==> config.mk <==
export PLATFORM = sky130hd
export DESIGN_NAME = link_training_control
export DESIGN_NICKNAME = d
export VERILOG_FILES = /design/src/logic/link_training_pkg.sv /design/src/logic/link_training_control.sv
export SDC_FILE = /design/constraint.sdc
export NUM_CORES = 1
export LEC_CHECK = 0
export BUFFER_PORTS_ARGS = -buffer_cell sky130_fd_sc_hd__buf_2
export CAP_MARGIN = 20
export CORE_ASPECT_RATIO = 0.5
export CORE_MARGIN = 2
export CORE_UTILIZATION = 47
export DETAILED_ROUTE_END_ITERATION = 6
export HOLD_SLACK_MARGIN = 0.15
export PLACE_DENSITY = 0.83
export RECOVER_POWER = 50
export SYNTH_ARGS = -nofsm -noshare
export SYNTH_HDL_FRONTEND = slang
export SYNTH_SLANG_ARGS = --single-unit
export TNS_END_PERCENT = 5
==> constraint.sdc <==
create_clock -name sys_clk_in -period 2.4 [get_ports sys_clk_in]
set_clock_uncertainty 0.1 [all_clocks]
set_input_delay 0 -clock sys_clk_in [delete_from_list [all_inputs] [get_ports sys_clk_in]]
set_output_delay 0 -clock sys_clk_in [all_outputs]
set_load 0.005 [all_outputs]
==> src/logic/link_training_pkg.sv <==
// constants and types shared by the link training control block
package link_training_pkg;

    // ------------------------------------------------------------
    // field widths
    // ------------------------------------------------------------
    localparam int LANES       = 4;
    localparam int ABILITY_W   = 15;
    localparam int SEED_W      = 11;
    localparam int COEF_W      = 2;
    localparam int TAP_FIELDS  = 3;
    localparam int TAPS_W      = COEF_W * TAP_FIELDS;
    localparam int FRAME_CNT_W = 10;

    // ------------------------------------------------------------
    // timing and reset values
    // ------------------------------------------------------------
    // one training frame is 4384 bit times, carried here as byte beats
    localparam int                     FRAME_BITS     = 4384;
    localparam int                     BEAT_BITS      = 8;
    localparam logic [FRAME_CNT_W-1:0] FRAME_BEATS    = FRAME_CNT_W'(FRAME_BITS / BEAT_BITS);
    localparam logic [FRAME_CNT_W-1:0] FRAME_CNT_ZERO = 10'h000;
    localparam logic [FRAME_CNT_W-1:0] FRAME_CNT_ONE  = 10'h001;
    localparam logic [ABILITY_W-1:0]   ABILITY_RST    = 15'h0000;
    localparam logic [LANES-1:0]       LANE_RST       = 4'h0;
    localparam logic [LANES-1:0]       LANE_ALL       = 4'hf;
    localparam logic [TAPS_W-1:0]      TAPS_RST       = 6'h00;
    localparam logic [SEED_W-1:0]      SEED_RST       = 11'h7ff;
    localparam logic [SEED_W-1:0]      SEED_ZERO      = 11'h000;

    // pattern generator taps, x^11 + x^9 + 1
    localparam int PRBS_TAP_HI = 10;
    localparam int PRBS_TAP_LO = 8;

    // ------------------------------------------------------------
    // types
    // ------------------------------------------------------------
    typedef enum logic [2:0] {
        ST_MISSION = 3'b001,
        ST_TRAIN   = 3'b010,
        ST_TRAINED = 3'b100
    } train_state_t;

    // settings as they arrive from the register interface option
    typedef struct packed {
        logic                training_enable;
        logic                training_restart;
        logic [LANES-1:0]    lane_receiver_done;
        logic [LANES-1:0]    frame_preset_bit;
        logic [LANES-1:0]    frame_init_bit;
        logic [SEED_W-1:0]   lane0_pattern_seed;
        logic [TAPS_W-1:0]   lane0_tap_request;
        logic [TAPS_W-1:0]   lane0_tap_status;
    } lt_settings_t;

endpackage

==> src/logic/link_training_control.sv <==
// link training control: ability advertisement, training sequencing and frame fields
// Function
// - each protocol ability input drives its advertised bit, one means supported
// - training enable low skips training, lanes run in mission mode
// - restart input restarts training from the beginning in the training and trained states, ignored in mission mode
// - per-lane preset input goes into the frame control block preset bit
// - per-lane initialize input goes into the frame control block initialize bit
// - lane pattern generator is seeded from its 11-bit seed input
// - three 2-bit tap update requests sent in the control block
// - three 2-bit tap update status fields sent in the status block
// - direct training control ports used only without the register interface option, else registers; ability inputs are always direct
`timescale 1ns/1ps
`default_nettype none

module link_training_control
    import link_training_pkg::*;
#(
    parameter logic REG_IF_SEL = 1'b0
) (
    // clock and reset
    input  wire logic                 sys_clk_in,
    input  wire logic                 rst_in,
    // ability inputs
    input  wire logic                 adv_gig_kx_ability_in,
    input  wire logic                 adv_ten_kx4_ability_in,
    input  wire logic                 adv_ten_kr_ability_in,
    input  wire logic                 adv_forty_kr4_ability_in,
    input  wire logic                 adv_forty_cr4_ability_in,
    input  wire logic                 adv_hundred_cr10_ability_in,
    input  wire logic                 adv_hundred_kp4_ability_in,
    input  wire logic                 adv_hundred_kr4_ability_in,
    input  wire logic                 adv_hundred_cr4_ability_in,
    input  wire logic                 adv_twentyfive_krcr_short_ability_in,
    input  wire logic                 adv_twentyfive_krcr_ability_in,
    input  wire logic                 adv_twentyfive_kr1_ability_in,
    input  wire logic                 adv_twentyfive_cr1_ability_in,
    input  wire logic                 adv_fifty_kr2_ability_in,
    input  wire logic                 adv_fifty_cr2_ability_in,
    // direct training controls
    input  wire logic                 training_enable_in,
    input  wire logic                 training_restart_in,
    input  wire logic [LANES-1:0]     lane_receiver_done_in,
    input  wire logic [LANES-1:0]     frame_preset_bit_in,
    input  wire logic [LANES-1:0]     frame_init_bit_in,
    input  wire logic [SEED_W-1:0]    lane0_pattern_seed_in,
    input  wire logic [COEF_W-1:0]    lane0_post_tap_request_in,
    input  wire logic [COEF_W-1:0]    lane0_main_tap_request_in,
    input  wire logic [COEF_W-1:0]    lane0_pre_tap_request_in,
    input  wire logic [COEF_W-1:0]    lane0_post_tap_status_in,
    input  wire logic [COEF_W-1:0]    lane0_main_tap_status_in,
    input  wire logic [COEF_W-1:0]    lane0_pre_tap_status_in,
    // register-sourced settings
    input  wire lt_settings_t         reg_settings_in,
    // link codeword and training frame fields
    output logic [ABILITY_W-1:0]      adv_ability_out,
    output logic [LANES-1:0]          frame_preset_out,
    output logic [LANES-1:0]          frame_init_out,
    output logic [TAPS_W-1:0]         lane0_tap_request_out,
    output logic [TAPS_W-1:0]         lane0_tap_status_out,
    output logic [LANES-1:0]          lane_receiver_ready_out,
    output logic                      frame_start_out,
    output logic                      lane0_pattern_bit_out,
    // training status
    output logic                      mission_mode_out,
    output logic                      training_active_out,
    output logic                      training_done_out
);

    // ------------------------------------------------------------
    // state
    // ------------------------------------------------------------
    typedef struct packed {
        train_state_t           st;
        logic [FRAME_CNT_W-1:0] beat;
        logic [ABILITY_W-1:0]   adv;
        logic [LANES-1:0]       preset;
        logic [LANES-1:0]       init;
        logic [TAPS_W-1:0]      req;
        logic [TAPS_W-1:0]      stat;
        logic [LANES-1:0]       rx_ready;
        logic [SEED_W-1:0]      prbs;
        logic                   frame_start;
    } ctl_state_t;

    localparam ctl_state_t CTL_RST = '{
        st:          ST_MISSION,
        beat:        FRAME_CNT_ZERO,
        adv:         ABILITY_RST,
        preset:      LANE_RST,
        init:        LANE_RST,
        req:         TAPS_RST,
        stat:        TAPS_RST,
        rx_ready:    LANE_RST,
        prbs:        SEED_RST,
        frame_start: 1'b0
    };

    ctl_state_t   ctl_r;
    ctl_state_t   ctl_nxt;
    lt_settings_t direct_set;
    lt_settings_t set_sel;
    logic         fresh_start;
    logic         frame_wrap;
    logic         prbs_fb;
    logic [SEED_W-1:0] seed_use;

    // ------------------------------------------------------------
    // settings source
    // ------------------------------------------------------------
    always_comb begin
        direct_set.training_enable    = training_enable_in;
        direct_set.training_restart   = training_restart_in;
        direct_set.lane_receiver_done = lane_receiver_done_in;
        direct_set.frame_preset_bit   = frame_preset_bit_in;
        direct_set.frame_init_bit     = frame_init_bit_in;
        direct_set.lane0_pattern_seed = lane0_pattern_seed_in;
        direct_set.lane0_tap_request  = {lane0_post_tap_request_in,
                                         lane0_main_tap_request_in,
                                         lane0_pre_tap_request_in};
        direct_set.lane0_tap_status   = {lane0_post_tap_status_in,
                                         lane0_main_tap_status_in,
                                         lane0_pre_tap_status_in};
        // the option is fixed at build time, so only one source is ever live
        set_sel = REG_IF_SEL ? reg_settings_in : direct_set;
    end

    // ------------------------------------------------------------
    // next state
    // ------------------------------------------------------------
    always_comb begin
        ctl_nxt     = ctl_r;
        fresh_start = 1'b0;
        frame_wrap  = 1'b0;
        // an all-zero seed would lock the generator, so it is swapped for ones
        seed_use    = (set_sel.lane0_pattern_seed == SEED_ZERO) ? SEED_RST
                                                               : set_sel.lane0_pattern_seed;
        prbs_fb     = ctl_r.prbs[PRBS_TAP_HI] ^ ctl_r.prbs[PRBS_TAP_LO];

        ctl_nxt.adv = {adv_fifty_cr2_ability_in,
                       adv_fifty_kr2_ability_in,
                       adv_twentyfive_cr1_ability_in,
                       adv_twentyfive_kr1_ability_in,
                       adv_twentyfive_krcr_ability_in,
                       adv_twentyfive_krcr_short_ability_in,
                       adv_hundred_cr4_ability_in,
                       adv_hundred_kr4_ability_in,
                       adv_hundred_kp4_ability_in,
                       adv_hundred_cr10_ability_in,
                       adv_forty_cr4_ability_in,
                       adv_forty_kr4_ability_in,
                       adv_ten_kr_ability_in,
                       adv_ten_kx4_ability_in,
                       adv_gig_kx_ability_in};

        case (ctl_r.st)
            ST_MISSION: begin
                if (set_sel.training_enable) begin
                    fresh_start = 1'b1;
                end
            end
            ST_TRAIN: begin
                if (!set_sel.training_enable) begin
                    ctl_nxt.st = ST_MISSION;
                end else if (set_sel.training_restart) begin
                    fresh_start = 1'b1;
                end else if (ctl_r.rx_ready == LANE_ALL) begin
                    ctl_nxt.st = ST_TRAINED;
                end
            end
            ST_TRAINED: begin
                if (!set_sel.training_enable) begin
                    ctl_nxt.st = ST_MISSION;
                end else if (set_sel.training_restart) begin
                    fresh_start = 1'b1;
                end
            end
            default: begin
                ctl_nxt.st = ST_MISSION;
            end
        endcase

        if (ctl_nxt.st == ST_MISSION && !fresh_start) begin
            ctl_nxt.beat        = FRAME_CNT_ZERO;
            ctl_nxt.frame_start = 1'b0;
        end else if (fresh_start) begin
            ctl_nxt.st          = ST_TRAIN;
            ctl_nxt.beat        = FRAME_CNT_ZERO;
            ctl_nxt.prbs        = seed_use;
            ctl_nxt.frame_start = 1'b1;
            frame_wrap          = 1'b1;
            ctl_nxt.rx_ready    = LANE_RST;
        end else begin
            frame_wrap          = (ctl_r.beat == FRAME_BEATS - FRAME_CNT_ONE);
            ctl_nxt.beat        = frame_wrap ? FRAME_CNT_ZERO : ctl_r.beat + FRAME_CNT_ONE;
            ctl_nxt.prbs        = {ctl_r.prbs[SEED_W-2:0], prbs_fb};
            ctl_nxt.frame_start = frame_wrap;
        end

        // fields change only at a frame boundary so no frame carries mixed values
        if (frame_wrap) begin
            ctl_nxt.preset   = set_sel.frame_preset_bit;
            ctl_nxt.init     = set_sel.frame_init_bit;
            ctl_nxt.req      = set_sel.lane0_tap_request;
            ctl_nxt.stat     = set_sel.lane0_tap_status;
        end
        if (frame_wrap && !fresh_start) begin
            ctl_nxt.rx_ready = set_sel.lane_receiver_done;
        end
    end

    // ------------------------------------------------------------
    // state register
    // ------------------------------------------------------------
    always_ff @(posedge sys_clk_in or posedge rst_in) begin
        if (rst_in) begin
            ctl_r <= CTL_RST;
        end else begin
            ctl_r <= ctl_nxt;
        end
    end

    // ------------------------------------------------------------
    // outputs
    // ------------------------------------------------------------
    assign adv_ability_out         = ctl_r.adv;
    assign frame_preset_out        = ctl_r.preset;
    assign frame_init_out          = ctl_r.init;
    assign lane0_tap_request_out   = ctl_r.req;
    assign lane0_tap_status_out    = ctl_r.stat;
    assign lane_receiver_ready_out = ctl_r.rx_ready;
    assign frame_start_out         = ctl_r.frame_start;
    assign lane0_pattern_bit_out   = ctl_r.prbs[PRBS_TAP_HI];
    assign mission_mode_out        = (ctl_r.st == ST_MISSION);
    assign training_active_out     = (ctl_r.st == ST_TRAIN);
    assign training_done_out       = (ctl_r.st == ST_TRAINED);

endmodule

`default_nettype wire

# Yosys cells after proc, flatten, opt, wreduce, memory -nomap -nowiden
# Index checks and enable logic that the tools add are counted.
classes:
  addsub: 1
  n_eq_ne: 7
  muxes: 22
  n_bitwise: 1
  reduce_logical: 7
ops:
  columns: ["operator", "n"]
  rows:
  - ["10-bit 2-to-1 mux", 3]
  - ["3-bit 2-to-1 mux", 6]
  - ["15-bit 2-to-1 mux", 1]
  - ["12-bit 2-to-1 mux", 1]
  - ["11-bit zero test", 1]
  - ["11-bit 2-to-1 mux", 1]
  - ["10-bit by 1-bit adder with 10-bit output (second input constant)", 1]
  - ["10-bit == test (second input constant)", 1]
  - ["3-bit one-hot mux with 3 select lines", 1]
  - ["4-bit 2-to-1 mux", 2]
  - ["3-bit by 1-bit == test with 1-bit output (second input constant)", 2]
  - ["1-bit 2-to-1 mux", 6]
  - ["4-bit == test (second input constant)", 1]
  - ["3-bit by 2-bit == test with 1-bit output (second input constant)", 1]
  - ["3-bit == test (second input constant)", 1]
  - ["1-bit logical AND", 2]
  - ["2-bit by 1-bit inequality test with 1-bit output (second input constant)", 1]
  - ["1-bit one-hot mux with 2 select lines", 1]
  - ["2-bit AND reduction", 1]
  - ["2-bit nonzero test", 1]
  - ["2-bit OR reduction", 1]
  - ["1-bit zero test", 1]
  - ["1-bit bitwise XOR", 1]
word_totals:
  reg_bits: 64
  inputBits: 91
  word_cells: 48

# Depth between registers and ports, before layout
logic_depth:
  depth_word: 11
  ltp_mapped: 6
  mapped_depth_nobuf: 5

# Worst setup path after synthesis
# Ideal clock, no wire load.
synth_path:
  kind: "reg-to-reg"
  from: "register ctl_r[61] (netlist bit)"
  to: "register ctl_r, in the netlist frame_init_out[0]"
  setup_time_ps: 125
  arrival_time_ps: 1627
  slack_ps: 548
  stages_incl_launch_ff: 7
  path_buffers: 1
  period_less_slack_ps: 1852
  path_cell_list: "dfstp_2 nor3b_2 nor2_1 a21o_4 inv_6 buf_12 mux2_4"
synth_between:
  word_cells_on_any_way: 15
synth_rtl:
  columns: ["element", "line", "text"]
  rows:
  - ["start, declared", "link_training_control.sv:98", "ctl_state_t ctl_r;"]
  - ["start signal, assigned", "link_training_control.sv:218", "ctl_r <= ctl_nxt;"]
  - ["3-bit by 1-bit == test with 1-bit output *", null, null]
  - ["net mission_mode_out", "link_training_control.sv:64", "output logic mission_mode_out,"]
  - ["3-bit one-hot mux with 3 select lines / 1-bit one-hot mux with 2 select lines (equally long branches)", "link_training_control.sv:155", "case (ctl_r.st)"]
  - ["3-bit by 1-bit == test with 1-bit output / 1-bit zero test (equally long branches)", "link_training_control.sv:182", "if (ctl_nxt.st == ST_MISSION && !fresh_start) begin"]
  - ["1-bit logical AND", "link_training_control.sv:182", null]
  - ["1-bit 2-to-1 mux *", "link_training_control.sv:182", null]
# The timed path passes the listed nets; every way through them passes the cells marked *.
# A chain may end at the register's enable or synchronous reset.

# Worst setup path after layout
layout_path:
  from: "register ctl_r[57] (netlist bit)"
  to: "register ctl_r, in the netlist lane_receiver_ready_out[0]"
layout_between:
  elab_chain_len: 6
  word_cells_on_any_way: 8
layout_lines:
  columns: ["element", "line", "text"]
  rows:
  - ["10-bit == test *", "link_training_control.sv:193", "frame_wrap = (ctl_r.beat == FRAME_BEATS - FRAME_CNT_ONE);"]
  - ["1-bit 2-to-1 mux *", "link_training_control.sv:185", "end else if (fresh_start) begin"]
  - ["1-bit 2-to-1 mux *", "link_training_control.sv:182", null]
  - ["1-bit logical AND *", "link_training_control.sv:206", "if (frame_wrap && !fresh_start) begin"]
  - ["2-bit by 1-bit inequality test with 1-bit output (no line) / 2-bit nonzero test (equally long branches)", null, null]
  - ["2-bit AND reduction (no line)", null, null]
# Every way passes the cells marked *; elsewhere a longest branch is shown, timed or not.

==> results.sh <==
export IMPL_fin_nets=452
export IMPL_grt_util_met1=0.241
export IMPL_globalplace_congestion=0.813
export IMPL_die_w_um=116
export IMPL_clk_latency_ps=330
export IMPL_p_comb_frac=0.286
export IMPL_fin_ws_ps=14.1
export IMPL_required_ps=2500
export IMPL_cts_buffer_depth=2
export IMPL_grt_usage=0.228
export IMPL_clockPowerShare=0.343
export IMPL_synth_top_area_frac=0.441
export IMPL_vias=2229
export IMPL_slew_violations=65
export IMPL_multi_input_area_um2=966
export IMPL_cts_max_level=3
export IMPL_dr_pass1_iters=5
export IMPL_coreArea_um2=6080
export IMPL_grt_busiest_layer="met2"
export IMPL_dp_slack_ps=314
export IMPL_netSwitchingFraction=0.282
export IMPL_antenna_found_initial=0
export IMPL_status="finished with violations"
export IMPL_grt_pass1_vias=2330
export IMPL_die_h_um=60.0
export IMPL_synth_mux_area_frac=0.100
export IMPL_max_freq_ghz=0.419
export IMPL_drive_above_1_share=0.386
export IMPL_use_met3=0.0548
export IMPL_root_buffer="clkbuf_16"
export IMPL_switching_power_mw=1.25
export IMPL_routed_via_density=4.92
export IMPL_drt_iter0_markers=189
export IMPL_grt_pass1_wl_mm=11.6
export IMPL_synth_compound_area_frac=0.0606
export IMPL_rows=20
export IMPL_synthXorXnorAreaFrac=0.0267
export IMPL_yosysUniqueCellTypes=38
export IMPL_post_dp_cell_area_um2=3210
export IMPL_critical_path_peak_fanout=5
export IMPL_n_fill_cell=422
export IMPL_final_cells=453
export IMPL_p_int_mw=3.20
export IMPL_cts_tree="built"
export IMPL_area_delta_synth_final_pct=38.7
export IMPL_whs_ps=212
export IMPL_yosysSeqAreaShare=0.547
export IMPL_cts_made_buffers=9
export IMPL_io_pins=135
export IMPL_synth_nets=332
export IMPL_wire_per_inst_um=16.7
export IMPL_setup_worst_path_class="reg2reg"
export IMPL_slew_headroom=-0.0276
export IMPL_hp_class="in2reg"
export IMPL_io_buffers=97
export IMPL_critPathBufInv=1
export IMPL_max_stage_delay_ps=550
export IMPL_design_area_um2=4100
export IMPL_ys_ff_latch=64
export IMPL_critPathLaunchType="flop"
export IMPL_synthAdderAreaFrac=0.00424
export IMPL_grt_overflow_total=0
export IMPL_worst_path_max_delay_cell="dlygate4sd3_1"
export IMPL_synth_simple_gate_area_share=0.131
export IMPL_synthFlopType="dfrtp_1"
export IMPL_finalHoldViolations=0
export IMPL_violations="max-capacitance violations, max-slew violations"
export IMPL_synth_top_family_by_area="simple AND/OR/NAND/NOR gates"
export IMPL_post_route_drc_count=0
export IMPL_power_density_nw_per_um2=1090
export IMPL_setup_viol=0
export IMPL_ys_top_cells_by_area="dfrtp_1 44%, dfstp_2 11%, buf_4 9.9%"
export IMPL_synth_edf_count=0
export IMPL_grtUsageMet2=0.447
export IMPL_place_detailed_instances=382
export IMPL_drtAntennaViolNets=0
export IMPL_hpwl_mm=4.06
export IMPL_finalCriticalPeriod_ps=2390
export IMPL_crit_chain="nor4b_2, nand4_1, a21o_4, a22o_1, dlygate4sd3_1"
export IMPL_n_antenna_cell=0
export IMPL_clkSlewWorstSetupHoldPaths_ps=60
export IMPL_path_delay_family="simple AND/OR/NAND/NOR gates"
export IMPL_fp_dieArea_um2=6970
export IMPL_grt_max_degree=65
export IMPL_avgSynthCellArea_um2=12.3
export IMPL_tightest_slew_ps=1540
export IMPL_yosysWarnings=0
export IMPL_initial_core_util=0.486
export IMPL_finalCritPeriodShare=0.994
export IMPL_vdd_ir_drop_max_mv=0.522
export IMPL_cp_end_kind="flop"
export IMPL_p_total_mw=4.45
export IMPL_cts_sink_count=64
export IMPL_synthCells=240
export IMPL_synth_area_um2=2950
export IMPL_synth_top_area_cell="dfrtp_1"
export IMPL_worst_ep_arrival_time_ps=2490
export IMPL_p_leak_nw=1.86
export IMPL_pwr_share_seq=0.371
export IMPL_wirelength_mm=7.55
export IMPL_synthArstFlopShare=1.00
export IMPL_seqCellArea_um2=1620
export IMPL_cap_violations=1
[logic make-up after synthesis]
group	after synthesis
AND/OR/NAND/NOR	75
buffers and inverters	50
XOR/XNOR	9
AO/OA/AOI/OAI	21
adder cells (fa/ha/maj)	1
multiplexers	20
flip-flops	64
[cells in the mapped netlist (4+ instances only)]
| library cell | number |
|---|---|
| dfrtp_1 | 52 |
| buf_4 | 39 |
| mux2_4 | 19 |
| nand2_1 | 17 |
| nor2_1 | 16 |
| nor3_1 | 16 |
| dfstp_2 | 12 |
| o31ai_1 | 11 |
| nor2_2 | 9 |
| xnor2_1 | 5 |
| a22o_1 | 4 |
| xor2_1 | 4 |
[repair_timing]
action	in CTS	in global routing
endpoints found under the setup margin	0	1
setup buffers	0	0
gates resized for setup	0	2
hold endpoints to repair	105	0
hold buffers	55	0
[final timing paths]
kind / startpoint / endpoint / slack (ps) / cells past startpoint
setup / recovery: ctl_r[57]$_DFF_PP0_ / lane_receiver_ready_out[0]$_DFFE_PP0P_ / 10 / 5
hold / removal: adv_hundred_cr10_ability_in / adv_ability_out[5]$_DFF_PP0_ / 210 / 2
setup reg to reg: ctl_r[57]$_DFF_PP0_ / lane_receiver_ready_out[0]$_DFFE_PP0P_ / 10 / 5
hold reg to reg: ctl_r[1]$_DFFE_PP1P_ / ctl_r[1]$_DFFE_PP1P_ / 370 / 2
max in group asynchronous: rst_in / frame_preset_out[3]$_DFFE_PP0P_ / 630 / 4
min in group asynchronous: rst_in / adv_ability_out[5]$_DFF_PP0_ / 650 / 4
[per-layer routing]
| metal | vias up | part of all wire |
|---|---|---|
| met3 | 17 | 0.042 |
| li1 | 1023 | - |
| met2 | 86 | 0.56 |
| met1 | 1103 | 0.37 |
| met5 | - | 0 |
| met4 | 0 | 0.023 |
[final cells by class]
type | count | share of cell area
Clock buffer | 10 | 0.0583
Inverter | 3 | 0.00397
Tap cell | 88 | 0.0269
Timing Repair Buffer | 156 | 0.252
Clock inverter | 6 | 0.0281
Sequential cell | 64 | 0.395
Multi-Input combinational cell | 126 | 0.236
[flip-flops by register name, summed over array words and instances, names as in the netlist]
| signal | cells |
|---|---|
| ctl_r | 23 |
| frame_init_out | 4 |
| frame_preset_out | 4 |
| lane_receiver_ready_out | 4 |
| lane0_pattern_bit_out | 1 |
| lane0_tap_status_out | 6 |
| frame_start_out | 1 |
| lane0_tap_request_out | 6 |
| adv_ability_out | 15 |
[stage by stage]
stage / utilization / TNS (ps)
finish: 0.674 / 0
floorplan: - / 0
CTS: 0.677 / 0
global placement: 0.528 / 0
global route: 0.674 / -47.7
detailed placement: 0.528 / 0
[layout by cell type (no fill, tap or decap), types with 11 or more instances in the layout]
cell type / instances
buf_2: 73
clkbuf_1: 24
dfrtp_1: 52
dfstp_2: 11
dlygate4sd3_1: 55
mux2_4: 19
nand2_1: 17
nor2_1: 16
nor3_1: 15
o31ai_1: 11
[power by group through the flow]
stage          clock network (mW)  logic [mW]  registers [mW]
2_1_floorplan                   0        1.14            1.61
3_3_place_gp                    0        1.16            1.63
3_5_place_dp                    0        1.22            1.66
6_report                     1.52        1.27            1.65
5_1_grt                      1.61        1.39            1.69
4_1_cts                      1.55        1.29            1.64
No activity file was read; power rests on OpenSTA's default activity.
